File: src/rcpu_defs.svh
`ifndef RCPU_DEFS_SVH
`define RCPU_DEFS_SVH

// Dedicated register indices.
`define RCPU_REG_PC 4'h0
`define RCPU_REG_SP 4'h1
`define RCPU_REG_SR 4'h2
`define RCPU_REG_CG 4'h3

// Status register bit positions.
`define RCPU_SR_C 0
`define RCPU_SR_Z 1
`define RCPU_SR_N 2
`define RCPU_SR_V 8

// Reset values.
`define RCPU_RST_PC 16'h0000
`define RCPU_RST_REG 16'h0000

// Pointer steps for word and byte operands.
`define RCPU_WORD_STEP 16'h0002
`define RCPU_BYTE_STEP 16'h0001

// Instruction format prefixes.
`define RCPU_JMP_PREFIX 3'h1
`define RCPU_ONE_PREFIX 6'h04

`endif

File: src/rcpu_pkg.sv
package rcpu_pkg;

	// Sequencer states, one-hot.
	typedef enum logic [6:0] {
		st_fetch = 7'h01,
		st_dec   = 7'h02,
		st_sx    = 7'h04,
		st_sr    = 7'h08,
		st_dx    = 7'h10,
		st_dr    = 7'h20,
		st_push  = 7'h40
	} rcpu_state_t;

	// Result of one operation: value, new status, write and flag enables.
	typedef struct packed {
		logic [15:0] res;
		logic [15:0] sr;
		logic        wr;
		logic        upd;
	} rcpu_alu_t;

endpackage

File: src/rcpu_rf_if.sv
`timescale 1ns/10ps
// Register file access between sequencer and register array.
interface rcpu_rf_if;
	logic [3:0]  ra;
	logic [3:0]  rb;
	logic [15:0] da;
	logic [15:0] db;
	logic [15:0] pc;
	logic [15:0] sp;
	logic [15:0] sr;
	logic        w0_we;
	logic [3:0]  w0_a;
	logic [15:0] w0_d;
	logic        w1_we;
	logic [3:0]  w1_a;
	logic [15:0] w1_d;
	logic        pc_we;
	logic [15:0] pc_d;
	logic        sr_we;
	logic [15:0] sr_d;

	modport core (output ra, rb, w0_we, w0_a, w0_d, w1_we, w1_a, w1_d,
		pc_we, pc_d, sr_we, sr_d, input da, db, pc, sp, sr);
	modport rf (input ra, rb, w0_we, w0_a, w0_d, w1_we, w1_a, w1_d,
		pc_we, pc_d, sr_we, sr_d, output da, db, pc, sp, sr);
endinterface // rcpu_rf_if

File: src/rcpu_core.sv
// Function
// - Register-to-register operation completes in one cycle unless it writes PC.
// - Sixteen registers; R0-R3 are PC, SP, SR, CG.
// - Register operations; seven source, four destination modes.
// - Three formats; every operation word or byte, except push and call (word only).
// - Call pushes program counter, then loads operand.
// - Conditional jumps; jump_if_not_equal branches when Z clear.
// - Autoincrement reads through pointer, then adds two (one for a byte operand).
// - Indirect, autoincrement, immediate only for source operand.
`timescale 1ns/10ps
`include "rcpu_defs.svh"
module rcpu_core
	import rcpu_pkg::*;
#(
	parameter logic [15:0] RESET_PC = `RCPU_RST_PC
) (
	input  wire logic        core_clk,
	input  wire logic        reset,
	input  wire logic        ce,
	output logic [15:0]      mem_addr,
	output logic             mem_rd,
	output logic             mem_wr,
	output logic             mem_byte,
	output logic [15:0]      mem_wdata,
	input  wire logic [15:0] mem_rdata,
	output logic [15:0]      cur_pc,
	output logic [15:0]      cur_sr
);
	rcpu_rf_if rf ();

	rcpu_regfile #(
		.RESET_PC (RESET_PC)
	) u_rf (
		.core_clk (core_clk),
		.reset    (reset),
		.ce       (ce),
		.rf       (rf.rf)
	);

	rcpu_state_t state;
	rcpu_state_t next_state;
	logic [15:0] ir;
	logic [15:0] next_ir;
	logic [15:0] opnd;
	logic [15:0] next_opnd;
	logic [15:0] eaddr;
	logic [15:0] next_eaddr;
	logic [15:0] next_addr;
	logic [15:0] next_wdata;
	logic        next_rd;
	logic        next_wr;
	logic        next_byte;
	logic        do_fetch;
	rcpu_alu_t   alu;

	// Operation unit. Codes 0-3 are the single-operand forms, 4-f the
	// dual-operand ones; code a has no datapath and behaves as a no-op.
	function automatic rcpu_alu_t alu_f(input logic [3:0] op,
		input logic bw, input logic [15:0] s_in, input logic [15:0] d_in,
		input logic [15:0] sr);
		rcpu_alu_t   o;
		logic [15:0] s;
		logic [15:0] d;
		logic [15:0] a;
		logic [15:0] r;
		logic [16:0] sum;
		logic        cin;
		logic        c;
		logic        arith;
		logic        msb_r;
		s = bw ? {8'h00, s_in[7:0]} : s_in;
		d = bw ? {8'h00, d_in[7:0]} : d_in;
		arith = op >= 4'h5 && op <= 4'h9;
		a = s;
		if (op >= 4'h7 && op <= 4'h9)
			a = bw ? {8'h00, ~s[7:0]} : ~s;
		cin = (op == 4'h6 || op == 4'h7) ? sr[`RCPU_SR_C] : op >= 4'h8;
		sum = {1'b0, d} + {1'b0, a} + {16'h0000, cin};
		c = bw ? sum[8] : sum[16];
		r = sum[15:0];
		o.wr = 1'b1;
		o.upd = 1'b1;
		case (op)
			4'h0: begin
				r = bw ? {8'h00, sr[`RCPU_SR_C], s[7:1]}
					: {sr[`RCPU_SR_C], s[15:1]};
				c = s[0];
			end
			4'h1: begin
				r = {s_in[7:0], s_in[15:8]};
				o.upd = 1'b0;
			end
			4'h2: begin
				r = bw ? {8'h00, s[7], s[7:1]} : {s[15], s[15:1]};
				c = s[0];
			end
			4'h3: begin
				r = {{8{s[7]}}, s[7:0]};
				c = r != 16'h0000;
			end
			4'h4: begin
				r = s;
				o.upd = 1'b0;
			end
			4'h5, 4'h6, 4'h7, 4'h8: ;
			4'h9: o.wr = 1'b0;
			4'hb: begin
				r = d & s;
				c = r != 16'h0000;
				o.wr = 1'b0;
			end
			4'hc: begin
				r = d & ~s;
				o.upd = 1'b0;
			end
			4'hd: begin
				r = d | s;
				o.upd = 1'b0;
			end
			4'he: begin
				r = d ^ s;
				c = r != 16'h0000;
			end
			4'hf: begin
				r = d & s;
				c = r != 16'h0000;
			end
			default: begin
				r = d;
				o.wr = 1'b0;
				o.upd = 1'b0;
			end
		endcase
		if (bw)
			r[15:8] = 8'h00;
		msb_r = bw ? r[7] : r[15];
		o.res = r;
		o.sr = sr;
		if (o.upd) begin
			o.sr[`RCPU_SR_C] = c;
			o.sr[`RCPU_SR_Z] = r == 16'h0000;
			o.sr[`RCPU_SR_N] = msb_r;
			o.sr[`RCPU_SR_V] = arith && (bw ? (a[7] == d[7] && msb_r != d[7])
				: (a[15] == d[15] && msb_r != d[15]));
		end
		return o;
	endfunction

	// Instruction fields; the word comes straight off the bus while
	// decoding so that register operations need no extra cycle.
	wire logic [15:0] iw = (state == st_dec) ? mem_rdata : ir;
	wire logic        is_jmp = iw[15:13] == `RCPU_JMP_PREFIX;
	wire logic        is_one = iw[15:10] == `RCPU_ONE_PREFIX;
	wire logic        is_two = iw[15:14] != 2'h0;
	wire logic [2:0]  one_op = iw[9:7];
	wire logic        is_stk = is_one && one_op[2:1] == 2'h2;
	wire logic        is_call = is_stk && one_op[0];
	wire logic [3:0]  sreg = is_one ? iw[3:0] : iw[11:8];
	wire logic [3:0]  dreg = iw[3:0];
	wire logic        ad = iw[7];
	wire logic        bw = iw[6];
	wire logic [1:0]  as_m = iw[5:4];
	wire logic [2:0]  jcond = iw[12:10];

	// Constant generator: R3 yields 0, 1, 2 or all ones, R2 in the two
	// indirect modes yields 4 or 8, so no memory cycle is spent.
	wire logic        cg_hit = sreg == `RCPU_REG_CG ||
		(sreg == `RCPU_REG_SR && as_m[1]);
	wire logic [15:0] cg_val = (sreg == `RCPU_REG_SR) ?
		(as_m[0] ? 16'h0008 : 16'h0004) :
		(as_m == 2'h3 ? 16'hffff : {14'h0000, as_m});
	wire logic [15:0] src_val = cg_hit ? cg_val : rf.da;
	wire logic        src_regm = as_m == 2'h0 || cg_hit;
	wire logic        simple = (is_two && src_regm && !ad) ||
		(is_one && as_m == 2'h0 && !one_op[2]);
	wire logic [15:0] step = bw ? `RCPU_BYTE_STEP : `RCPU_WORD_STEP;
	wire logic [15:0] rdat = bw ? {8'h00, mem_rdata[7:0]} : mem_rdata;
	wire logic [15:0] ext_pc = rf.pc - `RCPU_WORD_STEP;
	wire logic [15:0] sp_dec = rf.sp - `RCPU_WORD_STEP;

	// Indexed base: PC gives symbolic, SR gives absolute (base zero).
	wire logic [15:0] sx_base = (sreg == `RCPU_REG_PC) ? ext_pc :
		(sreg == `RCPU_REG_SR) ? 16'h0000 : rf.da;
	wire logic [15:0] dx_base = (dreg == `RCPU_REG_PC) ? ext_pc :
		(dreg == `RCPU_REG_SR) ? 16'h0000 : rf.db;

	// Operand selection and result routing.
	wire logic [3:0]  alu_op = is_one ? {1'b0, one_op} : iw[15:12];
	wire logic [15:0] alu_s = (state == st_sr) ? rdat :
		(state == st_dr) ? opnd : src_val;
	wire logic [15:0] alu_d = (state == st_dr) ? rdat : rf.db;
	wire logic [3:0]  wreg = is_one ? sreg : dreg;
	wire logic        reg_wr = alu.wr && wreg != `RCPU_REG_CG;
	wire logic        to_pc = reg_wr && wreg == `RCPU_REG_PC;
	assign alu = alu_f(alu_op, bw, alu_s, alu_d, rf.sr);

	// Jump conditions indexed by the condition field; entry 0 is
	// jump_if_not_equal.
	wire logic        f_z = rf.sr[`RCPU_SR_Z];
	wire logic        f_c = rf.sr[`RCPU_SR_C];
	wire logic        f_nv = rf.sr[`RCPU_SR_N] ^ rf.sr[`RCPU_SR_V];
	wire logic [7:0]  jtab = {1'b1, f_nv, !f_nv, rf.sr[`RCPU_SR_N],
		f_c, !f_c, f_z, !f_z};
	wire logic        jmp_take = jtab[jcond];
	wire logic [15:0] jmp_tgt = rf.pc + {{5{iw[9]}}, iw[9:0], 1'b0};

	assign rf.ra = sreg;
	assign rf.rb = dreg;
	assign cur_pc = rf.pc;
	assign cur_sr = rf.sr;

	// Sequencer. Memory operands walk through extension, source and
	// destination states; register work stays in the decode state unless it writes PC.
	always_comb begin
		next_state = state;
		next_ir = ir;
		next_opnd = opnd;
		next_eaddr = eaddr;
		next_addr = mem_addr;
		next_wdata = mem_wdata;
		next_rd = 1'b0;
		next_wr = 1'b0;
		next_byte = 1'b0;
		do_fetch = 1'b0;
		rf.w0_we = 1'b0;
		rf.w0_a = wreg;
		rf.w0_d = alu.res;
		rf.w1_we = 1'b0;
		rf.w1_a = sreg;
		rf.w1_d = rf.da + step;
		rf.pc_we = 1'b0;
		rf.pc_d = rf.pc + `RCPU_WORD_STEP;
		rf.sr_we = 1'b0;
		rf.sr_d = alu.sr;
		case (state)
			st_fetch: do_fetch = 1'b1;
			st_dec: begin
				if (is_jmp) begin
					next_addr = jmp_take ? jmp_tgt : rf.pc;
					next_rd = 1'b1;
					rf.pc_we = 1'b1;
					rf.pc_d = next_addr + `RCPU_WORD_STEP;
				end else if (simple) begin
					rf.w0_we = reg_wr;
					rf.sr_we = alu.upd;
					do_fetch = !to_pc;
					next_state = to_pc ? st_fetch : st_dec;
				end else if (is_stk && as_m == 2'h0) begin
					next_ir = iw;
					next_state = st_push;
				end else if (is_two && !src_regm && as_m == 2'h1) begin
					next_ir = iw;
					next_addr = rf.pc;
					next_rd = 1'b1;
					rf.pc_we = 1'b1;
					next_state = st_sx;
				end else if (is_two && !src_regm) begin
					next_ir = iw;
					next_rd = 1'b1;
					next_byte = bw;
					next_addr = (sreg == `RCPU_REG_PC) ? rf.pc : rf.da;
					rf.pc_we = sreg == `RCPU_REG_PC && as_m[0];
					rf.w1_we = sreg != `RCPU_REG_PC && as_m[0];
					next_state = st_sr;
				end else if (is_two) begin
					next_ir = iw;
					next_opnd = src_val;
					next_addr = rf.pc;
					next_rd = 1'b1;
					rf.pc_we = 1'b1;
					next_state = st_dx;
				end else begin
					do_fetch = 1'b1;
				end
			end
			st_sx: begin
				next_addr = sx_base + mem_rdata;
				next_rd = 1'b1;
				next_byte = bw;
				next_state = st_sr;
			end
			st_sr: begin
				if (!ad) begin
					rf.w0_we = reg_wr;
					rf.sr_we = alu.upd;
					do_fetch = !to_pc;
					next_state = to_pc ? st_fetch : st_dec;
				end else begin
					next_opnd = rdat;
					next_addr = rf.pc;
					next_rd = 1'b1;
					rf.pc_we = 1'b1;
					next_state = st_dx;
				end
			end
			st_dx: begin
				next_eaddr = dx_base + mem_rdata;
				next_addr = next_eaddr;
				next_rd = 1'b1;
				next_byte = bw;
				next_state = st_dr;
			end
			st_dr: begin
				rf.sr_we = alu.upd;
				next_wr = alu.wr;
				next_addr = eaddr;
				next_wdata = alu.res;
				next_byte = bw;
				next_state = st_fetch;
			end
			st_push: begin
				next_addr = sp_dec;
				next_wr = 1'b1;
				next_wdata = is_call ? rf.pc : src_val;
				rf.w1_we = 1'b1;
				rf.w1_a = `RCPU_REG_SP;
				rf.w1_d = sp_dec;
				rf.pc_we = is_call;
				rf.pc_d = src_val;
				next_state = st_fetch;
			end
			default: next_state = st_fetch;
		endcase
		if (do_fetch) begin
			next_addr = rf.pc;
			next_rd = 1'b1;
			rf.pc_we = 1'b1;
			next_state = st_dec;
		end
	end

	// Sequencer state; frozen while the clock enable is low.
	always_ff @(posedge core_clk or posedge reset) begin
		if (reset) begin
			state <= st_fetch;
			ir <= 16'h0000;
			opnd <= 16'h0000;
			eaddr <= 16'h0000;
		end else if (ce) begin
			state <= next_state;
			ir <= next_ir;
			opnd <= next_opnd;
			eaddr <= next_eaddr;
		end
	end

	// Bus outputs are registered so the memory sees clean strobes.
	always_ff @(posedge core_clk or posedge reset) begin
		if (reset) begin
			mem_addr <= 16'h0000;
			mem_rd <= 1'b0;
			mem_wr <= 1'b0;
			mem_byte <= 1'b0;
			mem_wdata <= 16'h0000;
		end else if (ce) begin
			mem_addr <= next_addr;
			mem_rd <= next_rd;
			mem_wr <= next_wr;
			mem_byte <= next_byte;
			mem_wdata <= next_wdata;
		end
	end

	wire logic a_autoinc = state == st_dec && is_two && !cg_hit &&
		as_m == 2'h3 && sreg != `RCPU_REG_PC && ce;
endmodule // rcpu_core

File: src/rcpu_regfile.sv
`timescale 1ns/10ps
`include "rcpu_defs.svh"
module rcpu_regfile
	import rcpu_pkg::*;
#(
	parameter logic [15:0] RESET_PC = `RCPU_RST_PC
) (
	input  wire logic core_clk,
	input  wire logic reset,
	input  wire logic ce,
	rcpu_rf_if.rf     rf
);
	logic [15:0] r [16];

	// Each entry picks its write source; the result port wins over the
	// pointer port, which wins over the implicit program counter and status
	// updates. The constant generator entry is never written.
	for (genvar i = 0; i < 16; i++) begin : g_reg
		wire logic        hit0 = rf.w0_we && rf.w0_a == 4'(i);
		wire logic        hit1 = rf.w1_we && rf.w1_a == 4'(i);
		wire logic        hitp = (i == 0) && rf.pc_we;
		wire logic        hits = (i == 2) && rf.sr_we;
		wire logic        we   = (hit0 || hit1 || hitp || hits) && (i != 3);
		wire logic [15:0] wv   = hit0 ? rf.w0_d : hit1 ? rf.w1_d :
			hitp ? rf.pc_d : rf.sr_d;
		always_ff @(posedge core_clk or posedge reset) begin
			if (reset) begin
				r[i] <= (i == 0) ? RESET_PC : `RCPU_RST_REG;
			end else if (ce && we) begin
				r[i] <= (i == 0) ? {wv[15:1], 1'b0} : wv;
			end
		end
	end

	// Read ports are plain selects on the flop array.
	assign rf.da = r[rf.ra];
	assign rf.db = r[rf.rb];
	assign rf.pc = r[`RCPU_REG_PC];
	assign rf.sp = r[`RCPU_REG_SP];
	assign rf.sr = r[`RCPU_REG_SR];
endmodule // rcpu_regfile

File: config.mk
export PLATFORM = sky130hd
export DESIGN_NAME = rcpu_core
export DESIGN_NICKNAME = d
export VERILOG_FILES = /design/src/rcpu_pkg.sv /design/src/rcpu_rf_if.sv /design/src/rcpu_core.sv /design/src/rcpu_regfile.sv
export VERILOG_INCLUDE_DIRS = /design/src
export SDC_FILE = /design/constraint.sdc
export NUM_CORES = 2
export LEC_CHECK = 0
export BUFFER_PORTS_ARGS = -buffer_cell sky130_fd_sc_hd__buf_4
export CAP_MARGIN = 20
export CORE_ASPECT_RATIO = 0.5
export CORE_MARGIN = 1.5
export CORE_UTILIZATION = 44
export DETAILED_ROUTE_END_ITERATION = 8
export MAX_ROUTING_LAYER = met4
export PLACE_DENSITY = 0.61
export SYNTH_ARGS = -nofsm -noshare
export SYNTH_HDL_FRONTEND = slang
export SYNTH_SLANG_ARGS = --single-unit
File: constraint.sdc
create_clock -name core_clk -period 14.48 [get_ports core_clk]
set_input_delay 2.896 -clock core_clk [delete_from_list [all_inputs] [get_ports core_clk]]
set_output_delay 2.896 -clock core_clk [all_outputs]
set_load 0.02 [all_outputs]
==> impl_metrics.env <==
export IMPL_cts_htree_levels=2
export IMPL_start_util_pct=44.53
export IMPL_drive_gt1_share_pct=13.10
export IMPL_fin_nets=3781
export IMPL_ctsResizeCount=0
export IMPL_cp_max_fo=29
export IMPL_area_delta_synth_final_pct=11.66
export IMPL_crit_type="in2reg"
export IMPL_hp_start="mem_wdata[4]"
export IMPL_via_count=34000
export IMPL_first_iter_violations=6517
export IMPL_grt_ovfl_total=0
export IMPL_critPathArrivalTime_ns=12.22
export IMPL_dp_hpwl_um=125500
export IMPL_violations="DRC"
export IMPL_yosys_warnings=0
export IMPL_path_clk_slew_ns=0.07
export IMPL_routed_via_density=7.429
export IMPL_hold_viol_final=0
export IMPL_rsz0062_at_grt="no"
export IMPL_cp_required_ns=14.98
export IMPL_hold_ws_ns=0.4763
export IMPL_cts_buffers=37
export IMPL_syn_area_um2=28980
export IMPL_die_x_um=365.9
export IMPL_worst_skew_pair_late_latency_ns=0.61
export IMPL_rr_worst_depth=27
export IMPL_grt_pass1_wl_um=238300
export IMPL_grt_pass1_vias=30710
export IMPL_slew_viol_final=0
export IMPL_mostFrequentLayoutCells="532 x nand2_1, 328 x dfrtp_1, 253 x o21ai_0"
export IMPL_synth_seq_area_share_pct=28.42
export IMPL_status="finished with violations"
export IMPL_synth_edf_count=0
export IMPL_rows=66
export IMPL_port_buffers=84
export IMPL_cp_start_kind="input pin"
export IMPL_cts_tree="done"
export IMPL_syn_area_per_cell_um2=7.915
export IMPL_regArea_um2=8234
export IMPL_max_slew_margin_pct=6.325
export IMPL_post_route_drc_count=3
export IMPL_ios=86
export IMPL_core_area_um2=65070
export IMPL_gp_congestion=1.115
export IMPL_endpoint="u_rf.r[60]"
export IMPL_synthesis_nets=3799
export IMPL_wl_per_cell_um=37.23
export IMPL_dieArea_um2=67500
export IMPL_cts_sinks=329
export IMPL_worst_pin_slew_ns=1.399
export IMPL_setup_violations=0
export IMPL_syn_inst=3661
export IMPL_grt_start_max_net_pins=163
export IMPL_fin_cells=4577
export IMPL_reg2reg_slack_ns=3.92
export IMPL_ant_nets=0
export IMPL_tns_ns=0
export IMPL_crit_path_start="mem_rdata[13]"
export IMPL_skew_ns=0.02609
export IMPL_min_period_ns=11.72
export IMPL_reg2reg_to="u_rf.r[60]"
export IMPL_fill_cells=6427
export IMPL_post_cts_buffers=0
export IMPL_synth_flop_cell="dfrtp_1"
export IMPL_cts_root_buf="clkbuf_16"
export IMPL_multi_input_area_um2=19200
export IMPL_dp_cells=4481
export IMPL_hold_buffers=0
export IMPL_antenna_found_initial=18
export IMPL_worstSetupEndpointType="register"
export IMPL_synth_cell_types=102
export IMPL_maxCapViolations=0
export IMPL_r2r_start="state[2]"
export IMPL_finalCritPeriodShare_pct=80.93
export IMPL_min_delay_path_class="reg2reg"
export IMPL_ys_ff_latch=329
export IMPL_fmax_mhz=85.33
export IMPL_die_h_um=184.5
export IMPL_routed_wl_um=170400
export IMPL_clockBufferDepth=3
export IMPL_first_pass_iters=9
export IMPL_layout_commonest_cell="nand2_1"
export IMPL_groute_usage_overall_pct=50.65
export IMPL_synthArstFlopShare_pct=100.0
[registers in the layout, indices dropped and copies added, names as in the netlist]
register    count
u_rf.rf.sr     16
u_rf.rf.sp     16
mem_byte        1
mem_wdata      16
mem_wr          1
mem_addr       16
eaddr          16
mem_rd          1
ir             16
u_rf.rf.pc     15
state           7
u_rf.r        192
opnd           16
[logic make-up (layout without fill, tap and decap cells)]
family	count (synthesis)	count (layout)	share of synthesized area (%)
buffers and inverters	413	424	6.071
muxes	145	145	6.127
DFF	329	329	28.42
and+or+nand+nor	1210	1210	18.97
AOI/OAI and AO/OA	1322	1322	31.42
adders and majority gates	119	119	5.294
xor gates and xnor gates	122	122	3.687
other	1	22	0.01294
[how the worst min path moves through the flow]
| stage | slack (ns) | endpoint | depth (start not counted) |
|---|---|---|---|
| floorplan | 0.44 | opnd[5] | 2 |
| global placement | 0.46 | opnd[5] | 2 |
| detailed placement | 0.47 | opnd[5] | 2 |
| CTS | 0.48 | opnd[5] | 2 |
| global route | 0.51 | mem_addr[0] | 2 |
| finish | 0.48 | mem_wdata[4] | 2 |
[per-stage QoR]
step / setup WS [ns] / area (um^2) / utilization, %
2_1_floorplan: 2.474 / 28980 / -
4_1_cts: 3.267 / 32230 / 49.53
5_1_grt: 2.685 / 32350 / 49.72
3_3_place_gp: 2.843 / 30800 / 47.34
3_5_place_dp: 2.695 / 30820 / 47.37
6_report: 2.761 / 32360 / 49.73
[worst max-delay path, cell delays in order]
cell and delay [ns]:
buf_4 0.18, nor4b_2 0.55, a21o_1 0.23, nand3_1 0.48, nand2_2 0.94, nor2_1 0.34
a32o_1 0.38, or4_1 0.78, a21o_1 0.40, xor2_1 0.23, fa_1 0.47, inv_1 0.11
fa_1 0.22, nor2b_1 0.06, o21ai_0 0.19, a21boi_0 0.18, o41ai_1 0.48, o21ai_0 0.25
o41ai_1 0.62, xor2_1 0.20, nor2_1 0.05, a2111oi_0 0.41, nand3_1 0.24, nand2_1 0.81
a22oi_1 0.23, o22a_1 0.23
[cell type report]
class                      count  area share [%]
timing repair buffer         257           6.121
clock inverter                22           1.183
antenna                       21          0.1624
sequential                   329           25.45
tap                          884           3.418
clock buffer                  46           3.155
multi-input combinational   2919           59.34
inverter                      99           1.176
[per-layer routing]
layer,track usage (%),share of wire [%],up-vias
li1,-,-,13770
met1,67.02,40,16470
met2,65.11,37,3198
met3,24.09,18,564
met4,19.67,4.7,0
met5,-,0,-
[Yosys cell counts, drive strengths merged, types with 12 or more instances]
| cell | number | area [um^2] |
|---|---|---|
| and2 | 30 | 190.2 |
| inv | 96 | 360.3 |
| o22a | 35 | 306.5 |
| o31ai | 27 | 202.7 |
| xnor2 | 71 | 621.9 |
| a21o | 28 | 210.2 |
| mux2i | 79 | 810.8 |
| mux4 | 19 | 427.9 |
| o221ai | 62 | 543.0 |
| nor4 | 34 | 240.2 |
| o211ai | 23 | 172.7 |
| a221oi | 48 | 445.4 |
| or3 | 18 | 112.6 |
| a32oi | 40 | 350.3 |
| a22o | 81 | 709.4 |
| and3 | 55 | 344.1 |
| dfrtp | 328 | 8208 |
| clkbuf | 217 | 815.8 |
| nor2 | 259 | 987.2 |
| a21boi | 14 | 108.9 |
| a311oi | 31 | 277.8 |
| mux2 | 47 | 536.8 |
| o22ai | 140 | 882.1 |
| a31oi | 51 | 319.1 |
| a22oi | 62 | 465.5 |
| ha | 113 | 1414 |
| nand2b | 12 | 75.07 |
| nand2 | 534 | 2009 |
| a21oi | 221 | 1114 |
| a211oi | 43 | 327.8 |
| nor3 | 60 | 300.3 |
| nand4 | 13 | 81.33 |
| buf | 97 | 571.8 |
| o21ai | 280 | 1409 |
| nand3 | 131 | 655.6 |
| nor2b | 12 | 75.07 |
| xor2 | 51 | 446.7 |
| o21a | 16 | 120.1 |
Power is not shown: default switching activity piles up to over one toggle a cycle in this logic, so the estimate is an artifact.
